<file path="src/ccrc_params.svh">
/*
 * Constants for the core clock and reset control block: register offsets,
 * field positions, reset values and timing counts.
 * Assumes it is included by bare name from the package and the modules.
 */
`ifndef CCRC_PARAMS_SVH
`define CCRC_PARAMS_SVH

// register offsets (byte addresses, word aligned)
`define CCRC_ADDR_POWER_MGMT_CTRL 8'h00
`define CCRC_ADDR_STATUS 8'h04

// power management control fields
`define CCRC_MULT_LSB 0
`define CCRC_MULT_W 6
`define CCRC_DIV_LSB 8
`define CCRC_DIV_W 2
`define CCRC_OUTSEL_BIT 12
`define CCRC_POWER_MGMT_CTRL_RST 32'h0000_0000

// status fields
`define CCRC_ST_RUN_BIT 0
`define CCRC_ST_BYP_BIT 1
`define CCRC_ST_RATIO_LSB 4
`define CCRC_ST_RATIO_W 2

// start-up ratios and strap codes
`define CCRC_STRAP_3X 2'h0
`define CCRC_STRAP_16X 2'h1
`define CCRC_STRAP_8X 2'h2
`define CCRC_STRAP_RSV 2'h3
`define CCRC_MULT_3X 6'h03
`define CCRC_MULT_16X 6'h10
`define CCRC_MULT_8X 6'h08
`define CCRC_MULT_ONE 6'h01

// pll lock latency, in reference clock cycles
`define CCRC_LOCK_CYCLES 4096

`endif

</file>
<file path="src/ccrc_pkg.sv">
/*
 * Types shared by the core clock and reset control block.
 * Assumes ccrc_params.svh is on the include path.
 */
`include "ccrc_params.svh"

package ccrc_pkg;

	// software clock setting
	typedef struct packed {
		logic out_sel;
		logic [`CCRC_DIV_W-1:0] div;
		logic [`CCRC_MULT_W-1:0] mult;
	} ccrc_pll_cfg_t;

	// register port request
	typedef struct packed {
		logic [7:0] addr;
		logic [31:0] wdata;
		logic wr;
		logic rd;
	} ccrc_bus_req_t;

	typedef enum logic [1:0] {
		CCRC_ST_RESET,
		CCRC_ST_LOCK,
		CCRC_ST_RUN
	} ccrc_state_t;

endpackage : ccrc_pkg

</file>
<file path="src/ccrc_core_clock_reset.sv">
/*
 * Core clock select and reset sequencing: strap sampling, pll setting,
 * lock wait, core reset and the shared reset-or-clock output pin.
 * Assumes clk_i is the free-running reference clock and the reset pin is
 * driven low at power-up by the board.
 */
// Implementation choices: the register offsets and strobed register access.
`include "ccrc_params.svh"

// Summary of operation
// - core runs from pll or straight from reference clock, per strap
// - start-up ratio is taken from the straps as reset releases
// - strap 00 is 3x, 01 is 16x, 10 is 8x, 11 reserved
// - software rewrites pll multiplier and divider once core is running
// - bit 12 picks pll clock or reset-out for shared pin; reset-out default
// - in reset-out mode the pin follows the core reset state
// - after reset release wait 4096 cycles, then start at reset vector
module ccrc_core_clock_reset #(
	parameter int LOCK_CYCLES = `CCRC_LOCK_CYCLES
) (
	// clock and resets
	input wire logic clk_i,
	input wire logic sys_rst_i,
	input wire logic reset_n_i,
	// strap pins
	input wire logic [1:0] core_ratio_select_i,
	// pll clock from the analog macro, as a sampled level
	input wire logic pll_clock_i,
	// register port
	input wire logic [7:0] addr_i,
	input wire logic [31:0] wdata_i,
	input wire logic wr_i,
	input wire logic rd_i,
	output logic [31:0] rdata_o,
	// core clocking and reset
	output logic core_bypass_o,
	output logic [5:0] core_mult_o,
	output logic [1:0] core_div_o,
	output logic core_reset_o,
	output logic core_start_o,
	// shared pin
	output logic reset_or_clock_out_o
);

	localparam int CW = $clog2(LOCK_CYCLES + 1);

	typedef struct packed {
		logic [1:0] strap_m;
		logic [1:0] strap_s;
		logic pll_m;
		logic pll_s;
		ccrc_pkg::ccrc_state_t state;
		logic [CW-1:0] cnt;
		logic [1:0] ratio;
		logic bypass;
		ccrc_pkg::ccrc_pll_cfg_t cfg;
		logic [31:0] rdata;
		logic core_reset;
		logic start;
		logic pin;
	} ccrc_state_all_t;

	ccrc_state_all_t q, next_q;
	logic pin_rst;

	// decode strap to start-up multiplier
	function automatic logic [5:0] ccrc_strap_mult(input logic [1:0] s);
		unique case (s)
			`CCRC_STRAP_3X: ccrc_strap_mult = `CCRC_MULT_3X;
			`CCRC_STRAP_16X: ccrc_strap_mult = `CCRC_MULT_16X;
			`CCRC_STRAP_8X: ccrc_strap_mult = `CCRC_MULT_8X;
			`CCRC_STRAP_RSV: ccrc_strap_mult = `CCRC_MULT_ONE;
		endcase
	endfunction : ccrc_strap_mult

	// reset pin: async assert, synchronised release
	ccrc_rst_sync ccrc_rst_sync_i (
		.clk_i(clk_i),
		.rst_n_i(reset_n_i),
		.rst_o(pin_rst)
	);

	// next state
	always_comb begin
		next_q = q;
		next_q.strap_m = core_ratio_select_i;
		next_q.strap_s = q.strap_m;
		next_q.pll_m = pll_clock_i;
		next_q.pll_s = q.pll_m;
		next_q.start = 1'b0;
		unique case (q.state)
			ccrc_pkg::CCRC_ST_RESET: begin
				// straps tracked while held; last value kept at release
				next_q.ratio = q.strap_s;
				// reserved code runs straight from reference clock
				next_q.bypass = (q.strap_s == `CCRC_STRAP_RSV);
				next_q.cfg.mult = ccrc_strap_mult(q.strap_s);
				next_q.cfg.div = '0;
				next_q.cfg.out_sel = 1'b0;
				next_q.cnt = '0;
				if (!pin_rst) begin
					next_q.state = ccrc_pkg::CCRC_ST_LOCK;
				end
			end
			ccrc_pkg::CCRC_ST_LOCK: begin
				next_q.cnt = q.cnt + CW'(1);
				if (q.cnt == CW'(LOCK_CYCLES - 1)) begin
					next_q.state = ccrc_pkg::CCRC_ST_RUN;
					next_q.core_reset = 1'b0;
					next_q.start = 1'b1;
				end
			end
			ccrc_pkg::CCRC_ST_RUN: begin
				// pll setting only writable while core is out of reset
				if (wr_i && addr_i == `CCRC_ADDR_POWER_MGMT_CTRL) begin
					next_q.cfg.mult =
						wdata_i[`CCRC_MULT_LSB +: `CCRC_MULT_W];
					next_q.cfg.div = wdata_i[`CCRC_DIV_LSB +: `CCRC_DIV_W];
					// bypass dropped once software programs the pll
					next_q.bypass = 1'b0;
				end
			end
			// unused fourth code: fall back to reset, never wedge
			default: next_q.state = ccrc_pkg::CCRC_ST_RESET;
		endcase
		// output select writable in any state; pin reset below clears it
		if (wr_i && addr_i == `CCRC_ADDR_POWER_MGMT_CTRL) begin
			next_q.cfg.out_sel = wdata_i[`CCRC_OUTSEL_BIT];
		end
		if (pin_rst) begin
			next_q.state = ccrc_pkg::CCRC_ST_RESET;
			next_q.core_reset = 1'b1;
			next_q.cfg.out_sel = 1'b0;
		end
		// read data, valid the cycle after the strobe only
		next_q.rdata = '0;
		if (rd_i) begin
			unique case (addr_i)
				`CCRC_ADDR_POWER_MGMT_CTRL: begin
					next_q.rdata[`CCRC_MULT_LSB +: `CCRC_MULT_W] = q.cfg.mult;
					next_q.rdata[`CCRC_DIV_LSB +: `CCRC_DIV_W] = q.cfg.div;
					next_q.rdata[`CCRC_OUTSEL_BIT] = q.cfg.out_sel;
				end
				`CCRC_ADDR_STATUS: begin
					next_q.rdata[`CCRC_ST_RUN_BIT] = ~q.core_reset;
					next_q.rdata[`CCRC_ST_BYP_BIT] = q.bypass;
					next_q.rdata[`CCRC_ST_RATIO_LSB +: `CCRC_ST_RATIO_W] =
						q.ratio;
				end
				default: next_q.rdata = '0; // unmapped reads as zero
			endcase
		end
		// shared pin: pll clock or core reset
		next_q.pin = q.cfg.out_sel ? q.pll_s : q.core_reset;
	end

	// one register for all state
	always_ff @(posedge clk_i) begin
		if (sys_rst_i) begin
			q <= '0;
			q.state <= ccrc_pkg::CCRC_ST_RESET;
			q.core_reset <= 1'b1;
			q.pin <= 1'b1;
			q.cfg.mult <= `CCRC_MULT_ONE;
		end else begin
			q <= next_q;
		end
	end

	assign rdata_o = q.rdata;
	assign core_bypass_o = q.bypass;
	assign core_mult_o = q.cfg.mult;
	assign core_div_o = q.cfg.div;
	assign core_reset_o = q.core_reset;
	assign core_start_o = q.start;
	assign reset_or_clock_out_o = q.pin;

	// core leaves reset exactly after the full lock count; the counter
	// has already stepped past its last value when the pulse shows
	AST_LOCK_WAIT: assert property (
		@(posedge clk_i) disable iff (sys_rst_i)
		$rose(core_start_o) |-> q.cnt == CW'(LOCK_CYCLES))
		else $error("core started before lock count ended");

	AST_START_PULSE: assert property (
		@(posedge clk_i) disable iff (sys_rst_i)
		core_start_o |-> !core_reset_o ##1 !core_start_o)
		else $error("start pulse malformed");

	AST_PIN_RESET: assert property (
		@(posedge clk_i) disable iff (sys_rst_i)
		!q.cfg.out_sel && $stable(q.cfg.out_sel)
		|-> ##1 reset_or_clock_out_o == $past(core_reset_o))
		else $error("shared pin not following core reset");

	AST_PIN_DEFAULT: assert property (
		@(posedge clk_i) disable iff (sys_rst_i)
		pin_rst |=> !q.cfg.out_sel)
		else $error("shared pin not back to reset-out");

	// a write during the lock wait must leave the pll setting alone
	AST_NO_WR_IN_RESET: assert property (
		@(posedge clk_i) disable iff (sys_rst_i)
		q.state == ccrc_pkg::CCRC_ST_LOCK && wr_i
		|=> $stable(core_mult_o) && $stable(core_div_o))
		else $error("pll changed while core in reset");

	AST_WRITE_TAKES: assert property (
		@(posedge clk_i) disable iff (sys_rst_i)
		wr_i && addr_i == `CCRC_ADDR_POWER_MGMT_CTRL && !core_reset_o && !pin_rst
		|=> core_mult_o == $past(wdata_i[`CCRC_MULT_LSB +: `CCRC_MULT_W])
		&& !core_bypass_o)
		else $error("pll write not applied");

	AST_STRAP_MULT: assert property (
		@(posedge clk_i) disable iff (sys_rst_i)
		q.state == ccrc_pkg::CCRC_ST_LOCK && q.ratio == `CCRC_STRAP_16X
		|-> core_mult_o == `CCRC_MULT_16X)
		else $error("16x strap gave wrong multiplier");

	AST_BYPASS_RSV: assert property (
		@(posedge clk_i) disable iff (sys_rst_i)
		q.state == ccrc_pkg::CCRC_ST_LOCK
		|-> core_bypass_o == (q.ratio == `CCRC_STRAP_RSV))
		else $error("bypass disagrees with strap");

	AST_RELEASE_SYNC: assert property (
		@(posedge clk_i) disable iff (sys_rst_i)
		q.state == ccrc_pkg::CCRC_ST_RESET && !pin_rst
		|=> q.state == ccrc_pkg::CCRC_ST_LOCK && q.cnt == '0)
		else $error("lock count did not begin after release");

endmodule : ccrc_core_clock_reset

</file>
<file path="src/ccrc_rst_sync.sv">
/*
 * Reset synchroniser: asserts at once, releases after two clean edges.
 * Assumes rst_n_i is an asynchronous active-low pin.
 */
`include "ccrc_params.svh"

module ccrc_rst_sync (
	// clock and async reset pin
	input wire logic clk_i,
	input wire logic rst_n_i,
	// synchronised reset, active high
	output logic rst_o
);

	typedef struct packed {
		logic meta;
		logic hold;
	} ccrc_sync_t;

	ccrc_sync_t q;

	// assert asynchronously, release through two flops
	always_ff @(posedge clk_i or negedge rst_n_i) begin
		if (!rst_n_i) begin
			q <= '0;
		end else begin
			q.meta <= 1'b1;
			q.hold <= q.meta;
		end
	end

	assign rst_o = ~q.hold;

endmodule : ccrc_rst_sync
</file>
<file path="config.mk">
export PLATFORM = sky130hd
export DESIGN_NAME = ccrc_core_clock_reset
export DESIGN_NICKNAME = d
export VERILOG_FILES = /design/src/ccrc_pkg.sv /design/src/ccrc_core_clock_reset.sv /design/src/ccrc_rst_sync.sv
export VERILOG_INCLUDE_DIRS = /design/src
export SDC_FILE = /design/constraint.sdc
export NUM_CORES = 1
export LEC_CHECK = 0
export ABC_CLOCK_PERIOD_IN_PS = 1430
export BUFFER_PORTS_ARGS = -buffer_cell sky130_fd_sc_hd__buf_2
export CAP_MARGIN = 20
export CORE_UTILIZATION = 43
export DETAILED_ROUTE_END_ITERATION = 7
export GPL_ROUTABILITY_DRIVEN = 0
export PLACE_DENSITY = 0.78
export SYNTH_ARGS = -nofsm -noshare
export SYNTH_HDL_FRONTEND = slang
export SYNTH_SLANG_ARGS = --single-unit
</file>
<file path="constraint.sdc">
create_clock -name clk_i -period 1.43 [get_ports clk_i]
set_input_delay 0.143 -clock clk_i [delete_from_list [all_inputs] [get_ports clk_i]]
set_output_delay 0.143 -clock clk_i [all_outputs]
set_load 0.05 [all_outputs]
</file>
Word-level counts from Yosys, hierarchy flattened
Cells that the tools add are included.
W data, S select, Z words.
{"block": "classes", "bitwise": 6, "n_reduce_logical": 14, "addsub": 1, "div_mod_pow": 0, "mul": 0, "muxes": 14, "eq_ne": 9, "n_shift": 0, "magnitude_cmp": 0}
{"cell": "$pmux W13 S2", "n": 1}
{"cell": "$pmux W6 S4", "n": 1}
{"cell": "$pmux W8 S2", "n": 1}
{"cell": "$add A13 B1 Y13 const B", "n": 1}
{"cell": "$eq A13 B12 Y1 const B", "n": 1}
{"cell": "$eq A8 B3 Y1 const B", "n": 1}
{"cell": "$logic_not A8 Y1", "n": 1}
{"cell": "$mux W8", "n": 1}
{"cell": "$pmux W2 S2", "n": 2}
{"cell": "$eq A2 B2 Y1 const B", "n": 3}
{"cell": "$not A1 Y1", "n": 6}
{"cell": "$pmux W2 S3", "n": 1}
{"cell": "$reduce_and A2 Y1", "n": 3}
{"cell": "$reduce_bool A2 Y1", "n": 3}
{"cell": "$reduce_or A2 Y1", "n": 3}
{"cell": "$mux W1", "n": 5}
{"cell": "$eq A2 B1 Y1 const B", "n": 2}
{"cell": "$logic_not A2 Y1", "n": 2}
{"cell": "$ne A2 B2 Y1 const B", "n": 2}
{"cell": "$reduce_or A3 Y1", "n": 1}
{"cell": "$mux W2", "n": 1}
{"cell": "$pmux W1 S2", "n": 1}
{"cell": "$logic_and A1 B1 Y1", "n": 1}
{"block": "word_totals", "romBits": 0, "inputBits": 48, "memories": 0, "latch_bits": 0, "ff_bits": 70, "mem_bits_rw": 0}

Longest topological paths before layout
Gate-level depths: netlist (run 1).
{"block": "depth", "word_depth": 4, "depth_mapped": 7, "depth_no_buf": 5}

Modules after synthesis
From an unflattened synthesis (run 1), not the netlist that was laid out.
{"block": "hier_totals", "hier_cells": 235, "hier_area_um2": 2227.1}
{"mod": "ccrc_core_clock_reset", "area_each_um2": 2169.6, "instances": 1, "cells_per_inst": 231, "seq_area_each_um2": 900.9}
{"mod": "ccrc_rst_sync", "area_each_um2": 57.6, "instances": 1, "cells_per_inst": 4, "seq_area_each_um2": 50.0}

Least setup slack after synthesis (run 1)
OpenSTA, ideal clock, no wires.
{"block": "synth_path", "path_type": "reg-to-reg", "start": "register q[50] (netlist bit)", "end": "register q, in the netlist core_reset_o", "path_slack_ps": -145, "required_ps": 1316, "setup_ps": 114, "arrival_ps": 1461, "synth_period_minus_slack_ps": 1575, "n_path_buf": 0, "stages_incl_launch_ff": 5, "cell_sequence": "dfxtp_1 -> and4_4 -> nand4_4 -> or4_4 -> a21o_1"}
{"block": "synth_between", "elab_chain_cells": 2}
{"element": "from (decl)", "line": "ccrc_core_clock_reset.sv:63", "rtl": "ccrc_state_all_t q, next_q;"}
{"element": "from (signal assigned)", "line": "ccrc_core_clock_reset.sv:166", "rtl": "q <= next_q;"}
{"element": "$eq A13 B12 Y1", "line": "ccrc_core_clock_reset.sv:107", "rtl": "if (q.cnt == CW'(LOCK_CYCLES - 1)) begin"}
{"element": "$reduce_and A2 Y1 (no source line)"}
Every way passes these cells.
A chain may end at the register's enable or synchronous reset.

Worst setup path in the final report (run 1)
{"block": "layout_path", "start": "register q[53] (netlist bit)", "end": "register q, in the netlist core_reset_o"}
The elaborated chain is that of the path after synthesis.

==> impl_metrics.py, run 1 <==
metrics = {
    "drt": {
        "drcViolationCount": 0,
        "wire_per_inst_um": 11.6,
        "drtIter0Drc": 89,
        "drt-total-wl_um": 4060,
        "dr_total_vias": 1672,
        "ant_nets": 0,
        "vias_per_cell": 4.76,
        "first_pass_iters": 4,
    },
    "clock_network": {
        "clock_latency_ns": 0.30,
        "htree_levels": 2,
        "clk_pin_slew_ns": 0.08,
        "root_buffer": "clkbuf_8",
        "clk_path_buf_depth": 2,
        "cts_buffers": 5,
        "cts_tree": "yes",
        "cts.sinks": 47,
    },
    "setup_path": {
        "crit_type": "register to register",
        "setup.worst_path.start_class": "register",
        "critPathMaxFanout": 4,
        "cp-end-kind": "register",
        "rrSetupSlack_ns": -0.0006,
        "required_ns": 1.63,
        "cp.arrival_ns": 1.63,
    },
    "finish": {
        "final_cell_area_um2": 2550,
        "drive_gt1_share_pct": 32.7,
        "syn2layout_area_growth_pct": 17.3,
        "fillerInstances": 422,
        "nets": 336,
        "num_antenna_cells": 0,
        "fin_util_pct": 53.3,
    },
    "floorplanning": {
        "die_area_um2": 5350,
        "io_pins": 92,
        "coreArea_um2": 4790,
        "die_h_um": 73.1,
        "start_util_pct": 45.5,
        "num_rows": 25,
        "die_w_um": 73.1,
    },
    "logic_synthesis": {
        "netlist_area_um2": 2180,
        "netlist_instances": 236,
        "ys_types": 39,
        "ys_top_cells_by_area": "dfxtp_1, buf_4, nand2_1",
        "yosys_warnings": 0,
        "ys_seq_elements": 47,
        "synth_edf_count": 0,
        "async_flop_share_pct": 4.26,
        "synthFlopType": "dfxtp_1",
        "synth_common_cells": "dfxtp_1, buf_4, nand2_1",
        "yosysTopAreaCell": "dfxtp_1",
        "synth_seq_area_share_pct": 43.7,
        "synth.most_common_cell": "dfxtp_1",
        "synth_area_per_cell_um2": 9.22,
        "synth_top_area_share_pct": 41.4,
    },
    "power": {
        "ir_worst_vdd_v": 0.000452,
        "design_power_total_w": 0.00247,
        "power.density_nw_per_um2": 969,
        "sw_frac_of_total_pct": 27.4,
        "power_leakage_nw": 1.17,
        "switching_power_w": 0.000677,
        "combPwrFrac_pct": 12.0,
        "p_int_w": 0.00180,
        "seqPwrFrac_pct": 54.2,
        "clkPwrFrac_pct": 33.8,
    },
    "timing": {
        "rsz0062_at_grt": "true",
        "setup_violations": 1,
        "slew_violations": 0,
        "layout_min_cycle_time_ns": 1.43,
        "tns_ns": -0.000643,
        "fmax_mhz": 699,
        "final_critical_path_setup_slack_ns": -0.000643,
        "hold_viol": 0,
        "period_share_pct": 100,
        "skew_ns": 0.00313,
    },
    "placement": {
        "dp_slack_ns": -0.138,
        "hpwl_um": 2960,
        "io_buffers": 45,
        "placed_area_um2": 2380,
    },
    "global_route": {
        "grtUsageTotal_pct": 16.0,
        "antenna_found_initial": 0,
        "grt_pass1_vias": 1526,
        "grt_first_pass_wirelength_um": 6490,
        "grt_max_degree": 21,
        "grt-ovfl-total": 0,
    },
    "outcome": {
        "violations": "setup timing",
        "status": "finished, violations left",
    },
    "job": {
        "cap_violations": 0,
    },
    "hold_path": {
        "hp-class": "input pin to register",
    },
}
cell type report:
type	instances	area [µm²]	area share (%)
Inverter	4	15.0	0.588
Multi-Input combinational cell	158	991	38.8
Timing Repair Buffer	67	405	15.9
Tap cell	67	83.8	3.28
Clock buffer	6	82.6	3.24
Clock inverter	2	16.3	0.637
Sequential cell	47	958	37.5
per-stage QoR:
step	instances	hold slack [ns]
3_5_place_dp	339	-0.0663
5_1_grt	351	0.0542
2_1_floorplan	258	-0.153
4_1_cts	348	0.0378
6_report	351	0.0455
3_3_place_gp	339	-0.0658
power groups by stage:
stage | Sequential (W) | Clock [W] | Combinational [W]
after floorplan | 0.00137 | 0 | 0.000273
after global placement | 0.00137 | 0 | 0.000281
after detailed placement | 0.00137 | 0 | 0.000285
after CTS | 0.00134 | 0.000854 | 0.000293
after global routing | 0.00134 | 0.000908 | 0.000316
final | 0.00134 | 0.000835 | 0.000297
kinds of logic (layout without fill, tap and decap cells):
group | Yosys count | after routing | share of synthesized area (%)
adders and majority gates | 5 | 5 | 2.88
and+or+nand+nor | 90 | 90 | 23.4
buffers and inverters | 53 | 79 | 16.3
xor gates and xnor gates | 9 | 9 | 3.62
other | 2 | 24 | 0.345
AOI/OAI and AO/OA | 30 | 30 | 9.78
DFF | 47 | 47 | 43.7
worst max-delay path: stages (launching register included):
cell     delay [ns]
dfxtp_2        0.34
and4_4         0.25
nand4_4        0.10
or4_4          0.46
a21o_1         0.19
cells in the final DEF, fill, tap and decap left out, types with 4 or more instances in the layout:
cell	netlist	final
conb_1	2	24
nor2b_1	8	7
dfxtp_2	0	6
xor2_1	6	6
nand3_1	11	11
inv_1	4	4
nor2_1	15	15
a21oi_1	9	9
clkbuf_8	0	6
nand2_1	24	24
a22o_1	4	4
ha_1	5	4
dfxtp_1	45	39
and2_1	5	5
nor3_1	5	5
buf_2	1	45
buf_4	41	20
nand4b_1	4	4
a31oi_1	4	4
sequential cells by signal (all words and copies together) (netlist names):
name	flops
q	21
core_mult_o	6
core_bypass_o	1
core_reset_o	1
next_q	3
reset_or_clock_out_o	1
rdata_o	9
ccrc_rst_sync_i.q	2
core_start_o	1
core_div_o	2
final timing paths:
path,from,end,cells past startpoint
max in group asynchronous,reset_n_i,ccrc_rst_sync_i.q[0]$_DFF_PN0_,2
min in group asynchronous,reset_n_i,ccrc_rst_sync_i.q[1]$_DFF_PN0_,2
worst min register to register,ccrc_rst_sync_i.q[1]$_DFF_PN0_,ccrc_rst_sync_i.q[0]$_DFF_PN0_,0
worst max-delay path,q[53]$_SDFFE_PP0P_,core_reset_o$_SDFFE_PP1P_,4
worst min-delay path,core_ratio_select_i[0],next_q[64]$_SDFF_PP0_,2
worst max register to register,q[53]$_SDFFE_PP0P_,core_reset_o$_SDFFE_PP1P_,4
what timing repair did:
item,4_1_cts,5_1_grt
pin swaps,0,3
setup endpoints to repair,3,6
buffers inserted,0,3
hold buffers,1,0
resized for setup,5,6
endpoints found under the hold margin,2,0
routing by layer:
metal	routed length, µm	vias up	track usage (%)
li1	-	837	-
met1	1750	769	17.9
met2	1940	56	28.0
met3	253	10	4.14
met4	112	0	7.84
met5	0	-	0
Power figures use the tool's default switching activity.
==> inputs of run 2 (changes only) <==
--- a/config.mk
+++ b/config.mk
@@ -6,13 +6,15 @@
 export SDC_FILE = /design/constraint.sdc
 export NUM_CORES = 1
 export LEC_CHECK = 0
+export ABC_AREA = 1
 export ABC_CLOCK_PERIOD_IN_PS = 1430
 export BUFFER_PORTS_ARGS = -buffer_cell sky130_fd_sc_hd__buf_2
 export CAP_MARGIN = 20
 export CORE_UTILIZATION = 43
 export DETAILED_ROUTE_END_ITERATION = 7
 export GPL_ROUTABILITY_DRIVEN = 0
-export PLACE_DENSITY = 0.78
+export GPL_TIMING_DRIVEN = 0
+export PLACE_DENSITY = 0.77
 export SYNTH_ARGS = -nofsm -noshare
 export SYNTH_HDL_FRONTEND = slang
 export SYNTH_SLANG_ARGS = --single-unit
==> run 2 against run 1 <==
Compared with the run above:
- the run now ends clean
- worst hold slack got worse by 0.018 ns
- wire length increased by 6.9%
- die area increased by 2.8%
- cell area increased by 9.4%
- critical path type unchanged
- largest power group unchanged
==> impl_metrics.py, run 2 <==
metrics = {
    "floorplanning": {
        "num_rows": 25,
        "die_area_um2": 5500,
        "io_pins": 92,
        "die_w_um": 74.2,
        "coreArea_um2": 4880,
        "die_h_um": 74.2,
        "start_util_pct": 45.9,
    },
    "setup_path": {
        "cp.arrival_ns": 1.53,
        "critPathMaxFanout": 4,
        "cp-end-kind": "register",
        "crit_type": "register to register",
        "setup.worst_path.start_class": "register",
        "required_ns": 1.64,
    },
    "drt": {
        "ant_nets": 0,
        "vias_per_cell": 4.37,
        "first_pass_iters": 4,
        "dr_total_vias": 1911,
        "drt-total-wl_um": 4340,
        "drcViolationCount": 0,
        "wire_per_inst_um": 9.93,
        "drtIter0Drc": 92,
    },
    "clock_network": {
        "cts_tree": "yes",
        "clk_path_buf_depth": 2,
        "cts_buffers": 5,
        "htree_levels": 2,
        "cts.sinks": 47,
        "clock_latency_ns": 0.31,
        "clk_pin_slew_ns": 0.09,
        "root_buffer": "clkbuf_8",
    },
    "finish": {
        "register_area_um2": 955,
        "multi_input_area_um2": 947,
        "final_cell_area_um2": 2790,
        "final_cell_mix": "nand2_1, buf_2, buf_4, dfxtp_1, nor2_1",
        "num_antenna_cells": 0,
        "fillerInstances": 475,
        "drive_gt1_share_pct": 31.1,
        "largest_reg_flops": 21,
        "top_register": "q",
        "final_cells": 437,
        "syn2layout_area_growth_pct": 24.7,
        "nets": 422,
        "final_common_cell": "nand2_1",
    },
    "timing": {
        "skew_ns": 0.00931,
        "holdWs_ns": 0.0276,
        "rsz0062_at_grt": "false",
        "tns_ns": 0,
        "setup_violations": 0,
        "layout_min_cycle_time_ns": 1.32,
        "hold_viol": 0,
        "fmax_mhz": 759,
        "period_share_pct": 92.1,
        "slew_violations": 0,
    },
    "global_route": {
        "antenna_found_initial": 0,
        "grt_max_degree": 16,
        "grt_first_pass_wirelength_um": 6890,
        "grt_pass1_vias": 1675,
        "grtUsageTotal_pct": 16.5,
        "grt-ovfl-total": 0,
    },
    "logic_synthesis": {
        "yosys_warnings": 0,
        "synth_seq_area_share_pct": 42.5,
        "ys_types": 25,
        "yosysTopAreaCell": "dfxtp_1",
        "synth_top_area_share_pct": 40.2,
        "netlist_instances": 294,
        "synth.most_common_cell": "nand2_1",
        "ys_top_cells_by_area": "dfxtp_1, buf_4, nand2_1",
        "synth_area_per_cell_um2": 7.61,
        "netlist_area_um2": 2240,
        "async_flop_share_pct": 4.26,
        "synth_common_cells": "nand2_1, dfxtp_1, buf_4",
        "synthFlopType": "dfxtp_1",
        "synth_edf_count": 0,
        "ys_seq_elements": 47,
    },
    "placement": {
        "hpwl_um": 3230,
        "dp_cells": 427,
        "placed_area_um2": 2630,
        "io_buffers": 44,
    },
    "job": {
        "cap_violations": 0,
    },
    "hold_path": {
        "hp-class": "input pin to register",
    },
    "power": {
        "power_leakage_nw": 1.33,
        "power.density_nw_per_um2": 922,
        "ir_worst_vdd_v": 0.000526,
        "design_power_total_w": 0.00257,
    },
    "outcome": {
        "status": "complete, no violations",
    },
}
[run 2: changes by cell type after synthesis, sizes merged, moves of 7 or more]
cell,previous run,this run
nand2,24,49
nor2,15,44
a21oi,9,20
inv,4,34
o21ai,2,12
nand3,11,18
clkbuf,7,0
nor2b,8,0
[run 2: cells by family after synthesis]
family / Yosys count / share of synthesized area [%]
AOI/OAI and AO/OA: 37 / 8.66
xor gates and xnor gates: 1 / 0.391
adders and majority gates: 5 / 2.79
buffers and inverters: 79 / 21.0
DFF: 47 / 42.5
other: 2 / 0.336
and+or+nand+nor: 123 / 24.4
[run 2: timing repair]
item	4_1_cts	5_1_grt
gates cloned	0	0
gates resized for setup	4	10
setup buffers	1	0
setup endpoints to repair	3	13
endpoints found under the hold margin	2	0
pin swaps	1	1
hold buffers	1	0
[run 2: final timing paths]
kind	to	startpoint	cells after the start	slack, ns
worst max-delay path	core_reset_o$_SDFFE_PP1P_	q[47]$_SDFFE_PP0P_	8	0.11
worst min-delay path	next_q[62]$_SDFF_PP0_	pll_clock_i	3	0.03
worst max register to register	core_reset_o$_SDFFE_PP1P_	q[47]$_SDFFE_PP0P_	8	0.11
worst min register to register	ccrc_rst_sync_i.q[0]$_DFF_PN0_	ccrc_rst_sync_i.q[1]$_DFF_PN0_	0	0.36
max in group asynchronous	ccrc_rst_sync_i.q[0]$_DFF_PN0_	reset_n_i	2	1.21
min in group asynchronous	ccrc_rst_sync_i.q[1]$_DFF_PN0_	reset_n_i	2	0.13
[run 2: area by class of cell]
class / instances / share of cell area, %
Buffer: 45 / 12.1
Clock buffer: 6 / 2.96
Clock inverter: 2 / 0.583
Inverter: 34 / 4.66
Multi-Input combinational cell: 190 / 33.9
Sequential cell: 47 / 34.2
Tap cell: 67 / 3.00
Timing Repair Buffer: 46 / 8.52
[run 2: critical path, stage by stage, from the launching register on]
cell     delay (ns)
dfxtp_2        0.38
ha_4           0.16
nand3_2        0.10
nor2_4         0.15
nand2_2        0.08
nor2_4         0.12
nand3_2        0.10
nand2_1        0.08
nand2_1        0.04
[run 2: stage by stage]
| stage | util (%) | worst slack, ns |
|---|---|---|
| after floorplan | - | 0.136 |
| after global placement | 53.8 | -0.0606 |
| after detailed placement | 53.8 | -0.111 |
| after CTS | 56.4 | 0.000967 |
| after global routing | 57.2 | 0.0157 |
| final | 57.2 | 0.113 |
[run 2: power breakdown]
| part | internal (W) | total, W | switching (W) |
|---|---|---|---|
| logic | 0.000112 | 0.000361 | 0.000248 |
| clock network | 0.000395 | 0.000861 | 0.000467 |
| registers | 0.00133 | 0.00135 | 0.0000169 |
[run 2: layer usage]
layer	routed length (µm)	global-route usage [%]	part of all wire [%]	up-vias
li1	-	-	-	1016
met1	1980	19.0	46	827
met2	2030	28.9	47	60
met3	217	3.25	5.0	8
met4	107	8.97	2.5	0
met5	0	0	0	-
